### config.mk
export PLATFORM = sky130hd
export DESIGN_NAME = smsb_status_bank
export DESIGN_NICKNAME = d
export VERILOG_FILES = /design/src/pkg/smsb_pkg.sv /design/src/smsb_status_bank.sv
export SDC_FILE = /design/constraint.sdc
export NUM_CORES = 1
export LEC_CHECK = 0
export ABC_AREA = 1
export ABC_CLOCK_PERIOD_IN_PS = 3100
export BUFFER_PORTS_ARGS = -buffer_cell sky130_fd_sc_hd__buf_2
export CORE_MARGIN = 8
export CORE_UTILIZATION = 54
export DETAILED_ROUTE_END_ITERATION = 12
export PLACE_DENSITY = 0.85
export SETUP_SLACK_MARGIN = 0.15
export SYNTH_ARGS = -nofsm -noshare
export SYNTH_HDL_FRONTEND = slang
export SYNTH_SLANG_ARGS = --single-unit
### constraint.sdc
create_clock -name clk_i -period 3.1 [get_ports clk_i]
set_input_delay 0.155 -clock clk_i [delete_from_list [all_inputs] [get_ports clk_i]]
set_output_delay 0.155 -clock clk_i [all_outputs]
set_load 0.05 [all_outputs]
### src/pkg/smsb_pkg.sv
// constants for the safety monitor status register bank
// assumes a 32-bit classic wishbone slave with word-aligned registers
package smsb_pkg;
  // ****************************************
  // register map
  // ****************************************
  localparam logic [3:0] SMSB_OFS_INREF  = 4'h0;
  localparam logic [3:0] SMSB_OFS_RAIL   = 4'h4;
  localparam logic [3:0] SMSB_OFS_ILTH   = 4'h8;
  localparam logic [3:0] SMSB_OFS_CRCWD  = 4'hc;
  localparam logic [3:0] SMSB_OFS_CTRL   = 4'h0 + 4'h0 + 4'h0 + 4'h0 + 4'h0 + 4'h0 + 4'h0 + 4'h0;
  // ****************************************
  // control register fields (offset 0x10)
  // ****************************************
  localparam logic [7:0] SMSB_ADR_CTRL   = 8'h10;
  localparam int         SMSB_CTRL_CANEN = 0;
  localparam int         SMSB_CTRL_UNMSK = 1;
  localparam int         SMSB_CTRL_WDRST = 2;
  localparam logic [2:0] SMSB_CTRL_RST   = 3'h3;
  // ****************************************
  // status fields
  // ****************************************
  localparam int         SMSB_CFGCRC_BIT = 5;
  localparam int         SMSB_NVMCRC_BIT = 4;
  localparam logic [2:0] SMSB_WDCNT_RST  = 3'h5;
  localparam logic [2:0] SMSB_WDCNT_MAX  = 3'h7;
  localparam logic [2:0] SMSB_WDCNT_MIN  = 3'h0;
  localparam logic [31:0] SMSB_UNMAPPED  = 32'h0000_0000;
endpackage

### src/smsb_status_bank.sv
// safety monitor status bank: four read-only status registers and one control register
// assumes monitor inputs are analog comparator levels, synchronised here
//
// The Wishbone interface to the registers and the address map are this design's own decisions.
`timescale 1ns/100ps
// How it works
// battery over/undervoltage live flags at bits 7 and 6
// charge pump flags at bits 5, 4, 3, live
// bit 2 set while monitor supply not good
// bit 1 set while reference below main bandgap
// bit 0 set while reference above main bandgap
// rail register holds live ov/uv pairs for four rails
// can rail undervoltage reported even when regulator disabled
// can current limit flag bit 7, reads 1 while can enable low
// io current limit flag bit 6, live
// sensor undervoltage bit 5, overvoltage bit 4, live
// sensor overtemp bit 2 keeps sensor regulator disabled
// unmasked can overtemp sets flag, disables regulator, clears enable
// masked can overtemp only sets flag
// io overtemp bit 0 keeps io regulator disabled
// config crc error bit 5 while crc differs from expected
// config crc error cleared when nvm crc check passes
// nvm crc error bit 4 on mismatch, cleared when gone
// nvm crc error in diagnostic state requests safe state
// watchdog fail counter bits 2:0, reset and reloaded to 5
// counter up on bad or timeout, down on good event
// enable drive allowed only while counter below 5
// with reset enable, bad event at count 7 sets watchdog failure
// crc/watchdog register also reinitialised after logic self test
// counter saturates at 0 and 7
// reserved bits read zero, writes to status have no effect
module smsb_status_bank
  import smsb_pkg::*;
(
  input  wire logic        clk_i,
  input  wire logic        rst_i,
  input  wire logic        logic_self_test_i,
  input  wire logic [7:0]  in_ref_mon_i,
  input  wire logic [7:0]  rail_mon_i,
  input  wire logic [6:0]  ilim_ot_mon_i,
  input  wire logic        cfg_crc_mismatch_i,
  input  wire logic        nvm_crc_done_i,
  input  wire logic        nvm_crc_mismatch_i,
  input  wire logic        diag_state_i,
  input  wire logic        state_entry_i,
  input  wire logic        wd_bad_i,
  input  wire logic        wd_good_i,
  input  wire logic [31:0] wb_adr_i,
  input  wire logic [31:0] wb_dat_i,
  input  wire logic [3:0]  wb_sel_i,
  input  wire logic        wb_we_i,
  input  wire logic        wb_cyc_i,
  input  wire logic        wb_stb_i,
  output logic      [31:0] wb_dat_o,
  output logic             wb_ack_o,
  output logic             can_reg_on_o,
  output logic             sensor_reg_on_o,
  output logic             io_reg_on_o,
  output logic             enable_drive_allow_o,
  output logic             watchdog_failure_flag_o,
  output logic             safe_request_o
);
  import smsb_pkg::*;

  // ****************************************
  // state
  // ****************************************
  typedef struct packed {
    logic [22:0] s1;
    logic [22:0] s2;
    logic [22:0] s3;
    logic [7:0]  inref;
    logic [7:0]  rail;
    logic [7:0]  ilth;
    logic [7:0]  crcwd;
    logic [2:0]  ctrl;
    logic [31:0] dat;
    logic        ack;
    logic        can_on;
    logic        sens_on;
    logic        io_on;
    logic        enable_drive_output;
    logic        wdfail;
    logic        safe;
  } smsb_s;

  smsb_s st_r;
  smsb_s st_nxt;

  // live views after three-flop synchronisers; a change counts when stages 2 and 3 agree
  logic [22:0] live;
  logic [22:0] agree;
  logic [22:0] prev;
  logic        wr;
  logic        rd;
  logic [7:0]  adr;

  // ****************************************
  // combinational next state
  // ****************************************
  always_comb
  begin
    st_nxt = st_r;
    adr    = wb_adr_i[7:0];
    wr     = wb_cyc_i && wb_stb_i && !st_r.ack && wb_we_i;
    rd     = wb_cyc_i && wb_stb_i && !st_r.ack && !wb_we_i;
    st_nxt.s1 = {in_ref_mon_i, rail_mon_i, ilim_ot_mon_i};
    st_nxt.s2 = st_r.s1;
    st_nxt.s3 = st_r.s2;
    // filter: only take a new level when stages 2 and 3 agree
    prev  = {st_r.inref, st_r.rail, st_r.ilth[7:4], st_r.ilth[2:0]};
    agree = ~(st_r.s2 ^ st_r.s3);
    live  = (st_r.s3 & agree) | (prev & ~agree);
    st_nxt.inref = live[22:15];
    st_nxt.rail  = live[14:7];
    st_nxt.ilth[7] = live[6] | ~st_r.ctrl[SMSB_CTRL_CANEN];
    st_nxt.ilth[6:4] = live[5:3];
    st_nxt.ilth[3] = 1'b0;
    st_nxt.ilth[2:0] = live[2:0];
    st_nxt.sens_on = ~live[2];
    st_nxt.io_on   = ~live[0];
    // ****************************************
    // control register write
    // ****************************************
    if (wr && adr == SMSB_ADR_CTRL && wb_sel_i[0])
    begin
      st_nxt.ctrl = wb_dat_i[2:0];
    end
    // hardware clear wins over software enable, shutdown must not be undone
    if (live[1] && st_r.ctrl[SMSB_CTRL_UNMSK])
    begin
      st_nxt.ctrl[SMSB_CTRL_CANEN] = 1'b0;
    end
    st_nxt.can_on = st_nxt.ctrl[SMSB_CTRL_CANEN];
    // ****************************************
    // crc flags; nvm-pass clear wins over set
    // ****************************************
    st_nxt.crcwd[7:6] = 2'h0;
    st_nxt.crcwd[3]   = 1'b0;
    st_nxt.crcwd[SMSB_NVMCRC_BIT] = nvm_crc_mismatch_i;
    st_nxt.crcwd[SMSB_CFGCRC_BIT] = cfg_crc_mismatch_i
      && !(nvm_crc_done_i && !nvm_crc_mismatch_i);
    st_nxt.safe = st_r.crcwd[SMSB_NVMCRC_BIT] && diag_state_i;
    // ****************************************
    // watchdog fail counter
    // ****************************************
    st_nxt.wdfail = st_r.wdfail;
    if (state_entry_i)
    begin
      st_nxt.crcwd[2:0] = SMSB_WDCNT_RST;
    end
    else if (wd_bad_i)
    begin
      if (st_r.crcwd[2:0] == SMSB_WDCNT_MAX)
      begin
        st_nxt.wdfail = st_r.wdfail | st_r.ctrl[SMSB_CTRL_WDRST];
      end
      else
      begin
        st_nxt.crcwd[2:0] = st_r.crcwd[2:0] + 3'h1;
      end
    end
    else if (wd_good_i && st_r.crcwd[2:0] != SMSB_WDCNT_MIN)
    begin
      st_nxt.crcwd[2:0] = st_r.crcwd[2:0] - 3'h1;
    end
    st_nxt.enable_drive_output = st_nxt.crcwd[2:0] < SMSB_WDCNT_RST;
    // ****************************************
    // bus answer: one cycle ack, status writes ignored
    // ****************************************
    st_nxt.ack = wr || rd;
    st_nxt.dat = SMSB_UNMAPPED;
    if (rd)
    begin
      unique case (adr)
        {4'h0, SMSB_OFS_INREF}: st_nxt.dat = {24'h0, st_r.inref};
        {4'h0, SMSB_OFS_RAIL}:  st_nxt.dat = {24'h0, st_r.rail};
        {4'h0, SMSB_OFS_ILTH}:  st_nxt.dat = {24'h0, st_r.ilth};
        {4'h0, SMSB_OFS_CRCWD}: st_nxt.dat = {24'h0, st_r.crcwd};
        SMSB_ADR_CTRL: st_nxt.dat = {29'h0, st_r.ctrl};
        default:       st_nxt.dat = SMSB_UNMAPPED;
      endcase
    end
  end

  // ****************************************
  // registers
  // ****************************************
  always_ff @(posedge clk_i)
  begin
    if (rst_i)
    begin
      st_r       <= '0;
      st_r.ctrl  <= SMSB_CTRL_RST;
      st_r.crcwd <= {5'h0, SMSB_WDCNT_RST};
      st_r.ilth  <= 8'h00;
      st_r.can_on <= 1'b1;
    end
    else if (logic_self_test_i)
    begin
      st_r       <= st_nxt;
      st_r.crcwd <= {5'h0, SMSB_WDCNT_RST};
      st_r.wdfail <= 1'b0;
      st_r.enable_drive_output <= 1'b0;
    end
    else
    begin
      st_r <= st_nxt;
    end
  end

  assign wb_dat_o                = st_r.dat;
  assign wb_ack_o                = st_r.ack;
  assign can_reg_on_o            = st_r.can_on;
  assign sensor_reg_on_o         = st_r.sens_on;
  assign io_reg_on_o             = st_r.io_on;
  assign enable_drive_allow_o    = st_r.enable_drive_output;
  assign watchdog_failure_flag_o = st_r.wdfail;
  assign safe_request_o          = st_r.safe;
endmodule // smsb_status_bank

==> results of run 1 <==
logic make-up (layout without fill, tap and decap cells):
family,after synthesis,after routing
AND/OR/NAND/NOR,203,203
buffers and inverters,148,236
flip-flops,114,114
AO/OA/AOI/OAI,59,59
adder cells (fa/ha/maj),3,3
other,1,24
per-stage QoR:
stage	instance area (µm²)	std cells	util	hold WS, ns	power, mW
after floorplan	4320	551	-	0.242	1.74
after global placement	4460	672	0.583	0.334	1.76
after detailed placement	4460	672	0.583	0.332	1.77
after CTS	5430	741	0.710	0.0720	3.73
after global routing	5430	741	0.710	0.114	3.83
final	5430	741	0.710	0.0827	3.71
path summary, 6_finish.rpt:
path / from / cells past startpoint / endpoint / slack (ns)
worst min register to register: st_nxt[113]$_SDFF_PP0_ / 2 / st_nxt[90]$_SDFF_PP0_ / 0.39
worst min-delay path: wb_sel_i[0] / 5 / st_r[40]$_SDFFE_PP1P_ / 0.08
worst max register to register: wb_ack_o$_SDFF_PP0_ / 7 / wb_dat_o[6]$_SDFF_PP0_ / 1.53
worst max-delay path: wb_ack_o$_SDFF_PP0_ / 7 / wb_dat_o[6]$_SDFF_PP0_ / 1.53
layout make-up:
type                       count  area share
clock buffer                  20      0.0820
clock inverter                12      0.0288
inverter                     104      0.0723
multi-input combinational    289       0.246
sequential                   114       0.420
tap                          102      0.0235
timing repair buffer         100       0.127
power breakdown:
part           total [mW]  internal, mW  switching (mW)
sequential           1.53          1.51          0.0182
combinational       0.249        0.0840           0.165
clock                1.93          1.27           0.665
critical path, delay by kind of cell, from the launching register on:
| family | cells | cell delay [ns] |
|---|---|---|
| DFF | 1 | 0.30 |
| buffers and inverters | 3 | 0.72 |
| and+or+nand+nor | 4 | 0.50 |
layout by cell type, fill, tap and decap left out, drive strengths merged, types with 20 or more instances in the layout:
| master | count |
|---|---|
| o21ai | 23 |
| buf | 63 |
| inv | 105 |
| nand2 | 58 |
| nor2 | 113 |
| a21oi | 26 |
| clkbuf | 20 |
| nand3 | 30 |
| dlygate4sd3 | 37 |
| dfxtp | 114 |
| conb | 24 |
routing by layer:
metal | track usage | vias to the layer above | routed length (µm)
met5 | 0 | - | 0
met4 | 0.0765 | 0 | 172
met3 | 0.0719 | 25 | 618
met2 | 0.289 | 115 | 4330
met1 | 0.173 | 1531 | 3720
li1 | - | 1738 | -
==> metrics.log, run 1 <==
INFO  metric outcome = finished clean
INFO  metric synth.top_cells.by_count = sky130_fd_sc_hd__dfxtp_1, sky130_fd_sc_hd__nor2_1, sky130_fd_sc_hd__inv_1, sky130_fd_sc_hd__nand2_1, sky130_fd_sc_hd__buf_4
INFO  metric fmax = 639 MHz
INFO  metric clock-skew-final = 0.00786 ns
INFO  metric hold_viol = 0
INFO  metric power_leakage = 2.59 nW
INFO  metric place.detailed.hpwl = 5600 µm
INFO  metric complex_gate_fraction_of_the_synthesized_area = 0.0768
INFO  metric full_die_area = 10,900 µm²
INFO  metric clk_transition_reported_paths = 0.05 ns
INFO  metric synth_seq_area_share = 0.539
INFO  metric synth.ff_latch_count = 114
INFO  metric area_growth = 28.2%
INFO  metric synth_ff_type = sky130_fd_sc_hd__dfxtp_1
INFO  metric final_layout_size_suffix_gt1_frac = 0.186
INFO  metric report.final.slew_viol_count = 0
INFO  metric route.detailed.wl_per_inst = 11.9 µm
INFO  metric post_synth_and_or_nand_nor_area_fraction = 0.209
INFO  metric floorplan.die.width = 105 µm
INFO  metric hold_path_class = in2reg
INFO  metric die_y_extent = 105 µm
INFO  metric final.setup.tns = 0 ns
INFO  metric gr-usage-all-layers = 0.168
INFO  metric design.final.nets = 733
INFO  metric post-route-period-util = 0.505
INFO  metric tritoncts_clock_tree = yes
INFO  metric path_class = reg2reg
INFO  metric mux_cell_area_share_after_synthesis = 0
INFO  metric cts-resized-gates = 0
INFO  metric netlist_top_cells_area = sky130_fd_sc_hd__dfxtp_1, sky130_fd_sc_hd__nor2_1, sky130_fd_sc_hd__inv_1, sky130_fd_sc_hd__buf_4, sky130_fd_sc_hd__nand2_1
INFO  metric initial_core_utilization = 0.554
INFO  metric fillCellCount = 575
INFO  metric num_antenna_cells = 0
INFO  metric timing.critical_path.cells = nand3b_1, dlygate4sd3_1, nor2_2, nand3_4, inv_2, nand2_1, inv_1
INFO  metric num_rows = 32
INFO  metric critPathCaptureType = register
INFO  metric period_needed = 1.57 ns
INFO  metric critical_path_peak_fanout = 7
INFO  metric worst-endpoint-required = 3.56 ns
INFO  metric yosys.cell_count.top_type = sky130_fd_sc_hd__dfxtp_1
INFO  metric max-clock-path-buffers = 2
INFO  metric total_area_of_multi_input_combinational_cells = 1340 µm²
INFO  metric timing.critical_path.slowest_stage_cell = sky130_fd_sc_hd__dlygate4sd3_1
INFO  metric synth.avg_cell_area = 8.02 µm²
INFO  metric core_region = 7650 µm²
INFO  metric drtAntennaViolNets = 0
INFO  metric post_cts.repair.setup_buffers = 0
INFO  metric clock_tree.root_cell = sky130_fd_sc_hd__clkbuf_8
INFO  metric dr.pass1.iters = 4
INFO  metric io_buffers = 62
INFO  metric tritoncts.num_buffers = 17
INFO  metric num_io_pins = 143
INFO  metric num_vias = 3,409
INFO  metric synth.yosys.warnings = 0
INFO  metric yosys.area.top_type = sky130_fd_sc_hd__dfxtp_1
INFO  metric post_synth_xor_area_fraction = 0
INFO  metric power.ir.vdd_worst = 0.522 mV
INFO  metric synth_adder_area_share = 0.00886
INFO  metric detail_route.drc_violations = 0
INFO  metric drt_iter0_drc = 130
INFO  metric synth-edff-count = 0
INFO  metric clock-sinks = 114
INFO  metric postCtsHoldBufs = 37
INFO  metric grt_setup_unrepaired = no
INFO  metric slew-limit-headroom = 0.569
INFO  metric postLayoutSetupSlackWorst = 1.53 ns
INFO  metric register_area = 2280 µm²
INFO  metric cp_data_arrival_time = 2.02 ns
INFO  metric grt_pass1_wl = 15,000 µm
INFO  metric syn-instance-count = 528
INFO  metric cts_max_level = 4
INFO  metric power-per-cell-area = 683 nW/µm²
INFO  metric timing_worst_slew_pin_value = 0.646 ns
INFO  metric critPathMaxStageDelay = 0.60 ns
INFO  metric wl = 8840 µm
INFO  metric synthDominantCellAreaShare = 0.539
INFO  metric setup_viol = 0
INFO  metric max_cap_viols = 0
INFO  metric first_global_vias = 3,523
INFO  metric grt_overflow = 0
INFO  metric place.gp.congestion = 0.789
INFO  metric dpl_worst_slack = 1.59 ns
INFO  metric synth-async-reset-ratio = 0
INFO  metric synthDistinctLibCells = 26
INFO  metric antenna_found_initial = 0
INFO  metric detail_route.vias_per_cell = 4.60
INFO  metric clk_latency = 0.51 ns
INFO  metric synthesis.area = 4240 µm²
INFO  metric synth_top_family_by_area = simple AND/OR/NAND/NOR gates
INFO  metric critical_path.startpoint_type = register
INFO  metric grt_start_max_net_pins = 51
Power figures use the tool's default switching activity.
==> run 2, diff against run 1 <==
--- a/config.mk
+++ b/config.mk
@@ -5,13 +5,13 @@
 export SDC_FILE = /design/constraint.sdc
 export NUM_CORES = 1
 export LEC_CHECK = 0
-export ABC_AREA = 1
-export ABC_CLOCK_PERIOD_IN_PS = 3100
+export ABC_AREA = 0
+export ABC_CLOCK_PERIOD_IN_PS = 1400
 export BUFFER_PORTS_ARGS = -buffer_cell sky130_fd_sc_hd__buf_2
 export CORE_MARGIN = 8
-export CORE_UTILIZATION = 54
+export CORE_UTILIZATION = 44
 export DETAILED_ROUTE_END_ITERATION = 12
-export PLACE_DENSITY = 0.85
+export PLACE_DENSITY = 0.75
 export SETUP_SLACK_MARGIN = 0.15
 export SYNTH_ARGS = -nofsm -noshare
 export SYNTH_HDL_FRONTEND = slang
==> constraint.sdc (replaced) <==
create_clock -name clk_i -period 1.4 [get_ports clk_i]
set_input_delay 0.07 -clock clk_i [delete_from_list [all_inputs] [get_ports clk_i]]
set_output_delay 0.07 -clock clk_i [all_outputs]
set_load 0.05 [all_outputs]
==> metrics.log, run 2 <==
INFO  metric synth_ff_type = sky130_fd_sc_hd__dfxtp_1
INFO  metric detail_route.drc_violations = 0 (unchanged)
INFO  metric m1WireLength = 3420 µm (-8.1%)
INFO  metric first_global_vias = 3,035 (-14%)
INFO  metric dr.pass1.iters = 4 (unchanged)
INFO  metric fmax = 659 MHz (+3.2%)
INFO  metric top_signal_layer_used = met4
INFO  metric hp-start = rst_i
INFO  metric synth-async-reset-ratio = 0 (unchanged)
INFO  metric yosys.area.top_type = sky130_fd_sc_hd__dfxtp_1
INFO  metric outcome = complete, but fails checks
INFO  metric route.detailed.wl_per_inst = 13.2 µm (+11%)
INFO  metric wl = 8100 µm (-8.3%)
INFO  metric met3_wirelength = 457 µm (-26%)
INFO  metric critPathMaxStageDelay = 0.33 ns (-0.27 ns)
INFO  metric commonest_cells_after_routing_fill_and_taps_aside = sky130_fd_sc_hd__dfxtp_1, sky130_fd_sc_hd__nor2b_1, sky130_fd_sc_hd__buf_2
INFO  metric power.ir.vdd_worst = 0.807 mV (+55%)
INFO  metric r2r_start = st_r[42]$_SDFF_PP1_
INFO  metric critPathTopFamily = compound AO/OA/AOI/OAI gates
INFO  metric num_vias = 2,838 (-17%)
INFO  metric cp_data_arrival_time = 1.91 ns (-0.11 ns)
INFO  metric hold_viol = 2 (+2)
INFO  metric design.final.nets = 600 (-18%)
INFO  metric place.gp.congestion = 0.734 (-6.9%)
INFO  metric synth.avg_cell_area = 10.3 µm² (+29%)
INFO  metric timing.critical_path.slowest_stage_cell = sky130_fd_sc_hd__dfxtp_2
INFO  metric cp-endpoint = enable_drive_allow_o$_SDFF_PP0_
INFO  metric drt_iter0_drc = 106 (-18%)
INFO  metric crit_start = st_r[42]$_SDFF_PP1_
INFO  metric total_area_of_multi_input_combinational_cells = 1540 µm² (+15%)
INFO  metric area_growth = 34.4%
INFO  metric synth.ff_latch_count = 114 (unchanged)
INFO  metric max_cap_viols = 0 (unchanged)
INFO  metric grt_start_max_net_pins = 103 (+100%)
INFO  metric cp_num_cells = 7 (unchanged)
INFO  metric max-clock-path-buffers = 2 (unchanged)
INFO  metric detail_route.vias_per_cell = 4.63 (+0.63%)
INFO  metric placed_cells = 539 (-20%)
INFO  metric wire_length_on_met2 = 4090 µm (-5.6%)
INFO  metric setup.reg_to_reg.worst_slack = -0.12 ns (-1.65 ns)
INFO  metric timing.critical_path.cells = inv_2, ha_4, ha_4, nand2b_4, a221oi_4, o21bai_4, o21ai_1
INFO  metric clock-sinks = 114 (unchanged)
INFO  metric worst_hold_slack = -0.0538 ns (-0.136 ns)
INFO  metric initial_core_utilization = 0.455 (-0.0988)
INFO  metric register_area = 2290 µm² (+0.27%)
INFO  metric clk_transition_reported_paths = 0.05 ns (about the same)
INFO  metric clk_latency = 0.50 ns (about the same)
INFO  metric full_die_area = 12,300 µm² (+13%)
INFO  metric critPathCaptureType = register
INFO  metric io_buffers = 62 (unchanged)
INFO  metric postLayoutSetupSlackWorst = -0.118 ns (-1.65 ns)
INFO  metric synthDistinctLibCells = 41 (+58%)
INFO  metric setup_viol = 3 (+3)
INFO  metric num_antenna_cells = 0 (unchanged)
INFO  metric report.final.slew_viol_count = 0 (unchanged)
INFO  metric die_y_extent = 111 µm (+6.1%)
INFO  metric drtAntennaViolNets = 0 (unchanged)
INFO  metric critical_path_peak_fanout = 3 (-4)
INFO  metric r2r_cells = 7 (unchanged)
INFO  metric antenna_found_initial = 0 (unchanged)
INFO  metric synthDominantCellAreaShare = 0.575 (+0.0362)
INFO  metric cts_max_level = 4 (unchanged)
INFO  metric final_layout_size_suffix_gt1_frac = 0.236 (+0.0494)
INFO  metric floorplan.die.width = 111 µm (+6.1%)
INFO  metric hold_path_class = in2reg
INFO  metric mostFrequentLayoutCell = sky130_fd_sc_hd__dfxtp_1
INFO  metric synth-edff-count = 0 (unchanged)
INFO  metric synthesis.area = 3970 µm² (-6.3%)
INFO  metric netlist_top_cells_area = sky130_fd_sc_hd__dfxtp_1, sky130_fd_sc_hd__nor2b_1, sky130_fd_sc_hd__buf_4, sky130_fd_sc_hd__o21ai_0, sky130_fd_sc_hd__a21oi_1
INFO  metric final-instance-count-excl-fill = 613 (-17%)
INFO  metric period_needed = 1.52 ns (-0.0481 ns)
INFO  metric failed_checks = negative hold slack, negative setup slack
INFO  metric grt_setup_unrepaired = yes
INFO  metric grt_overflow = 0 (unchanged)
INFO  metric gr-usage-all-layers = 0.138 (-0.0291)
INFO  metric path_class = reg2reg
INFO  metric grt_pass1_wl = 13,800 µm (-8.4%)
INFO  metric critPathMostFrequentCell = sky130_fd_sc_hd__ha_4
INFO  metric timing.critical_path.buf_inv = 1 (-2)
INFO  metric power_leakage = 2.25 nW (-13%)
INFO  metric total_power = 7.77 mW (+110%)
INFO  metric post-route-period-util = 1.08 (+0.579)
INFO  metric synth.top_cells.by_count = sky130_fd_sc_hd__dfxtp_1, sky130_fd_sc_hd__nor2b_1, sky130_fd_sc_hd__buf_4, sky130_fd_sc_hd__nand2_1, sky130_fd_sc_hd__o21ai_0
INFO  metric core_region = 8720 µm² (+14%)
INFO  metric num_rows = 34 (+6.3%)
INFO  metric power-per-cell-area = 1460 nW/µm² (+110%)
INFO  metric clock_tree.root_cell = sky130_fd_sc_hd__clkbuf_8
INFO  metric tritoncts_clock_tree = yes
INFO  metric yosys.cell_count.top_type = sky130_fd_sc_hd__dfxtp_1
INFO  metric synth_seq_area_share = 0.575 (+0.0362)
INFO  metric place.detailed.hpwl = 5140 µm (-8.2%)
INFO  metric postCtsHoldBufs = 40 (+8.1%)
INFO  metric syn-instance-count = 385 (-27%)
INFO  metric worst-endpoint-required = 1.79 ns (-1.77 ns)
INFO  metric synth.yosys.warnings = 0 (unchanged)
INFO  metric num_io_pins = 143 (unchanged)
INFO  metric fillCellCount = 727 (+26%)
INFO  metric reg2reg_to = enable_drive_allow_o$_SDFF_PP0_
INFO  metric tritoncts.num_buffers = 17 (unchanged)
INFO  metric clock-skew-final = 0.00915 ns (+0.00129 ns)
INFO  metric critical_path.startpoint_type = register
==> run 2: cell types whose count changed after synthesis, sizes merged, moves of 4 or more <==
cell	change
inv	-98
nor2	-98
nor2b	+75
nand2	-33
nand3	-28
mux2i	+10
nor3	+6
a211oi	-4
a21oi	-4
o21ai	+4
==> run 2: worst min path at each step <==
stage / to / slack, ns / cells past startpoint
5_1_grt: st_r[44]$_SDFF_PP1_ / -0.05 / 3
2_1_floorplan: st_r[46]$_SDFF_PP0_ / 0.15 / 1
6_report: st_r[44]$_SDFF_PP1_ / -0.05 / 3
4_1_cts: st_r[44]$_SDFF_PP1_ / -0.08 / 3
3_3_place_gp: st_nxt[107]$_SDFF_PP0_ / 0.28 / 2
3_5_place_dp: st_nxt[115]$_SDFF_PP0_ / 0.28 / 2
==> run 2: final cells by class <==
type,count,area share
clock buffers,26,0.0914
multi-input cells,242,0.289
inverters,6,0.00422
repair buffers,112,0.152
well taps,108,0.0253
clock inverters,5,0.00985
flip-flops and latches,114,0.429
==> run 2: timing repair <==
action                     in CTS  in global routing
buffers inserted                2                  1
pin swaps                       1                  6
setup endpoints to repair       5                 12
hold endpoints to repair       40                  2
gates resized for setup         6                  7
==> run 2: worst reg2reg max path: stages (launching register included) <==
cell and delay (ns):
sky130_fd_sc_hd__dfxtp_2 0.33, sky130_fd_sc_hd__inv_2 0.05, sky130_fd_sc_hd__ha_4 0.16, sky130_fd_sc_hd__ha_4 0.15, sky130_fd_sc_hd__nand2b_4 0.16, sky130_fd_sc_hd__a221oi_4 0.29
sky130_fd_sc_hd__o21bai_4 0.18, sky130_fd_sc_hd__o21ai_1 0.08
==> run 2: logic make-up after synthesis <==
family	count (synthesis)	share of synthesized area
flops	114	0.575
buf+inv	52	0.0823
compound gates	64	0.0923
simple gates	136	0.196
other cells	1	0.000945
mux	13	0.0394
fa+ha+maj	5	0.0145
==> run 2: layer usage <==
layer	track usage	up-vias
met5	0	-
met4	0.0685	0
met3	0.0601	13
met2	0.236	84
met1	0.141	1310
li1	-	1431
==> run 2: where the power goes <==
group	internal (mW)	total (mW)	switching, mW
Combinational	0.234	0.567	0.333
Clock	2.51	3.83	1.31
Sequential	3.34	3.38	0.0345
Total	6.09	7.77	1.68
==> run 2: through the flow <==
stage          utilization  worst slack (ns)  area, µm²  TNS [ns]
2_1_floorplan            -           0.00824       4110         0
3_3_place_gp         0.495           -0.0136       4320   -0.0214
3_5_place_dp         0.495           -0.0953       4320    -0.186
4_1_cts              0.607            -0.107       5300    -0.204
5_1_grt              0.612            -0.169       5340    -0.398
6_report             0.612            -0.118       5340    -0.248
==> run 3, diff against run 2 <==
--- a/config.mk
+++ b/config.mk
@@ -8,10 +8,12 @@
 export ABC_AREA = 0
 export ABC_CLOCK_PERIOD_IN_PS = 1400
 export BUFFER_PORTS_ARGS = -buffer_cell sky130_fd_sc_hd__buf_2
+export CELL_PAD_IN_SITES_DETAIL_PLACEMENT = 1
+export CELL_PAD_IN_SITES_GLOBAL_PLACEMENT = 1
 export CORE_MARGIN = 8
-export CORE_UTILIZATION = 44
+export CORE_UTILIZATION = 33
 export DETAILED_ROUTE_END_ITERATION = 12
-export PLACE_DENSITY = 0.75
+export PLACE_DENSITY_LB_ADDON = 0.1
 export SETUP_SLACK_MARGIN = 0.15
 export SYNTH_ARGS = -nofsm -noshare
 export SYNTH_HDL_FRONTEND = slang
==> metrics.log, run 3 (same netlist as run 2, synthesis figures left out) <==
INFO  metric outcome = complete, but fails checks
INFO  metric failed_checks = negative setup slack
INFO  metric met3_wirelength = 393 µm (-14%)
INFO  metric cp_data_arrival_time = 1.84 ns (-0.07 ns)
INFO  metric max-clock-path-buffers = 2 (unchanged)
INFO  metric report.final.slew_viol_count = 0 (unchanged)
INFO  metric m1WireLength = 3940 µm (+15%)
INFO  metric timing.critical_path.slowest_stage_cell = sky130_fd_sc_hd__dfxtp_2
INFO  metric area_growth = 36.5%
INFO  metric setup_viol = 3 (unchanged)
INFO  metric dpl_worst_slack = -0.0859 ns (+0.00934 ns)
INFO  metric grt_overflow = 0 (unchanged)
INFO  metric total_power = 7.91 mW (+1.8%)
INFO  metric clock-skew-final = 0.00476 ns (-0.00439 ns)
INFO  metric design.final.nets = 599 (-0.17%)
INFO  metric power_leakage = 2.28 nW (+1.3%)
INFO  metric clk_transition_reported_paths = 0.05 ns (about the same)
INFO  metric tritoncts_clock_tree = yes
INFO  metric period_needed = 1.50 ns (-0.0210 ns)
INFO  metric core_region = 11,900 µm² (+36%)
INFO  metric grt_setup_unrepaired = yes
INFO  metric gr-usage-all-layers = 0.116 (-0.0222)
INFO  metric path_class = reg2reg
INFO  metric top_signal_layer_used = met4
INFO  metric max_cap_viols = 0 (unchanged)
INFO  metric die_y_extent = 126 µm (+13%)
INFO  metric hold_viol = 0 (-2)
INFO  metric setup.reg_to_reg.worst_slack = -0.1 ns (+0.02 ns)
INFO  metric grt_start_max_net_pins = 103 (unchanged)
INFO  metric cts_max_level = 4 (unchanged)
INFO  metric critPathMostFrequentCell = sky130_fd_sc_hd__ha_4
INFO  metric worstHoldPathCells = 4 (+1)
INFO  metric hold_path_class = in2reg
INFO  metric cp_num_cells = 7 (unchanged)
INFO  metric commonest_cells_after_routing_fill_and_taps_aside = sky130_fd_sc_hd__dfxtp_1, sky130_fd_sc_hd__nor2b_1, sky130_fd_sc_hd__buf_2
INFO  metric min_delay_worst_endpoint = st_r[47]$_SDFF_PP0_
INFO  metric detail_route.drc_violations = 0 (unchanged)
INFO  metric full_die_area = 15,800 µm² (+28%)
INFO  metric power-per-cell-area = 1460 nW/µm² (+0.22%)
INFO  metric worst_hold_slack = 0.0436 ns (+0.0974 ns)
INFO  metric floorplan.die.width = 126 µm (+13%)
INFO  metric wl = 8690 µm (+7.3%)
INFO  metric worst-endpoint-required = 1.74 ns (-0.05 ns)
INFO  metric timing.critical_path.cells = inv_2, ha_4, ha_4, nand2b_4, a221oi_2, o21bai_4, and2_1
INFO  metric initial_core_utilization = 0.335 (-0.121)
INFO  metric critical_path_peak_fanout = 3 (unchanged)
INFO  metric critPathMaxStageDelay = 0.33 ns (about the same)
INFO  metric num_antenna_cells = 0 (unchanged)
INFO  metric num_vias = 2,842 (+0.14%)
INFO  metric dr.pass1.iters = 4 (unchanged)
INFO  metric first_global_vias = 3,031 (-0.13%)
INFO  metric hp-start = nvm_crc_done_i
INFO  metric post-route-period-util = 1.07 (-0.0150)
INFO  metric r2r_cells = 7 (unchanged)
INFO  metric postLayoutSetupSlackWorst = -0.0970 ns (+0.0210 ns)
INFO  metric antenna_found_initial = 0 (unchanged)
INFO  metric route.detailed.wl_per_inst = 13.4 µm (+1.2%)
INFO  metric drtAntennaViolNets = 0 (unchanged)
INFO  metric mostFrequentLayoutCell = sky130_fd_sc_hd__dfxtp_1
INFO  metric critPathTopFamily = compound AO/OA/AOI/OAI gates
INFO  metric tritoncts.num_buffers = 17 (unchanged)
INFO  metric wire_length_on_met2 = 4200 µm (+2.7%)
INFO  metric r2r_start = st_r[43]$_SDFF_PP0_
INFO  metric final_layout_size_suffix_gt1_frac = 0.262 (+0.0268)
INFO  metric critical_path.startpoint_type = register
INFO  metric timing.critical_path.buf_inv = 1 (unchanged)
INFO  metric power.ir.vdd_worst = 0.859 mV (+6.4%)
INFO  metric io_buffers = 62 (unchanged)
INFO  metric clock_tree.root_cell = sky130_fd_sc_hd__clkbuf_16
INFO  metric drt_iter0_drc = 110 (+3.8%)
INFO  metric detail_route.vias_per_cell = 4.37 (-5.6%)
INFO  metric grt_pass1_wl = 14,300 µm (+4.0%)
INFO  metric critPathCaptureType = register
INFO  metric place.detailed.hpwl = 5760 µm (+12%)
INFO  metric num_rows = 40 (+18%)
INFO  metric clock-sinks = 114 (unchanged)
INFO  metric fmax = 668 MHz (+1.4%)
INFO  metric place.gp.congestion = 0.733 (-0.25%)
INFO  metric final.setup.tns = -0.194 ns (+0.0539 ns)
INFO  metric reg2reg_to = st_r[43]$_SDFF_PP0_
INFO  metric clk_latency = 0.41 ns (-0.09 ns)
INFO  metric num_io_pins = 143 (unchanged)
[run 3: cell types whose count changed in the layout (fill, tap and decap cells not counted), sizes merged]
| cell | delta |
|---|---|
| clkbuf | -3 |
| dlygate4sd3 | -6 |
| dlymetal6s4s | +1 |
| bufinv | +1 |
| clkinvlp | -1 |
| clkinv | +2 |
| buf | +4 |
[run 3: where the power goes]
| group | internal, mW | leakage (nW) | switching, mW |
|---|---|---|---|
| Clock | 2.62 | 0.270 | 1.35 |
| Sequential | 3.34 | 0.933 | 0.0342 |
| Combinational | 0.231 | 1.07 | 0.335 |
| Total | 6.19 | 2.28 | 1.71 |
[run 3: timing repair]
action                                 in CTS  in global routing
endpoints found under the hold margin      32                  0
buffers inserted                            2                  4
hold buffers                               35                  0
pin swaps                                   1                  7
resized for setup                           4                 21
setup endpoints to repair                   4                 14
[run 3: worst max path at each step]
stage	from	to	slack, ns
detailed placement	st_r[43]$_SDFF_PP0_	st_r[43]$_SDFF_PP0_	-0.09
global placement	st_r[43]$_SDFF_PP0_	st_r[43]$_SDFF_PP0_	-0.04
CTS	st_r[43]$_SDFF_PP0_	st_r[43]$_SDFF_PP0_	-0.05
global route	st_r[43]$_SDFF_PP0_	st_r[43]$_SDFF_PP0_	-0.17
floorplan	st_r[43]$_SDFF_PP0_	st_r[43]$_SDFF_PP0_	0.008
finish	st_r[43]$_SDFF_PP0_	st_r[43]$_SDFF_PP0_	-0.1
[run 3: layout make-up]
cell class,count,area [µm²]
timing repair buffer,111,786
tap,147,184
fill,1308,6440
sequential,114,2290
clock inverter,7,85.1
inverter,6,22.5
clock buffer,23,458
multi-input combinational,242,1600
[run 3: worst min-delay path, delay by kind of cell]
family | cells | cell delay, ns
AO/OA/AOI/OAI | 1 | 0.09
buffers and inverters | 2 | 0.14
AND/OR/NAND/NOR | 1 | 0.11
[run 3: through the flow]
step	instances	utilization	cell area (µm²)
2_1_floorplan	408	-	4110
3_3_place_gp	579	0.369	4380
3_5_place_dp	579	0.369	4380
4_1_cts	646	0.447	5300
5_1_grt	650	0.457	5420
6_report	650	0.457	5420
[run 3: layer usage]
| layer | track usage | up-vias |
|---|---|---|
| li1 | - | 1428 |
| met1 | 0.129 | 1334 |
| met2 | 0.187 | 65 |
| met3 | 0.0489 | 15 |
| met4 | 0.0623 | 0 |
| met5 | 0 | - |
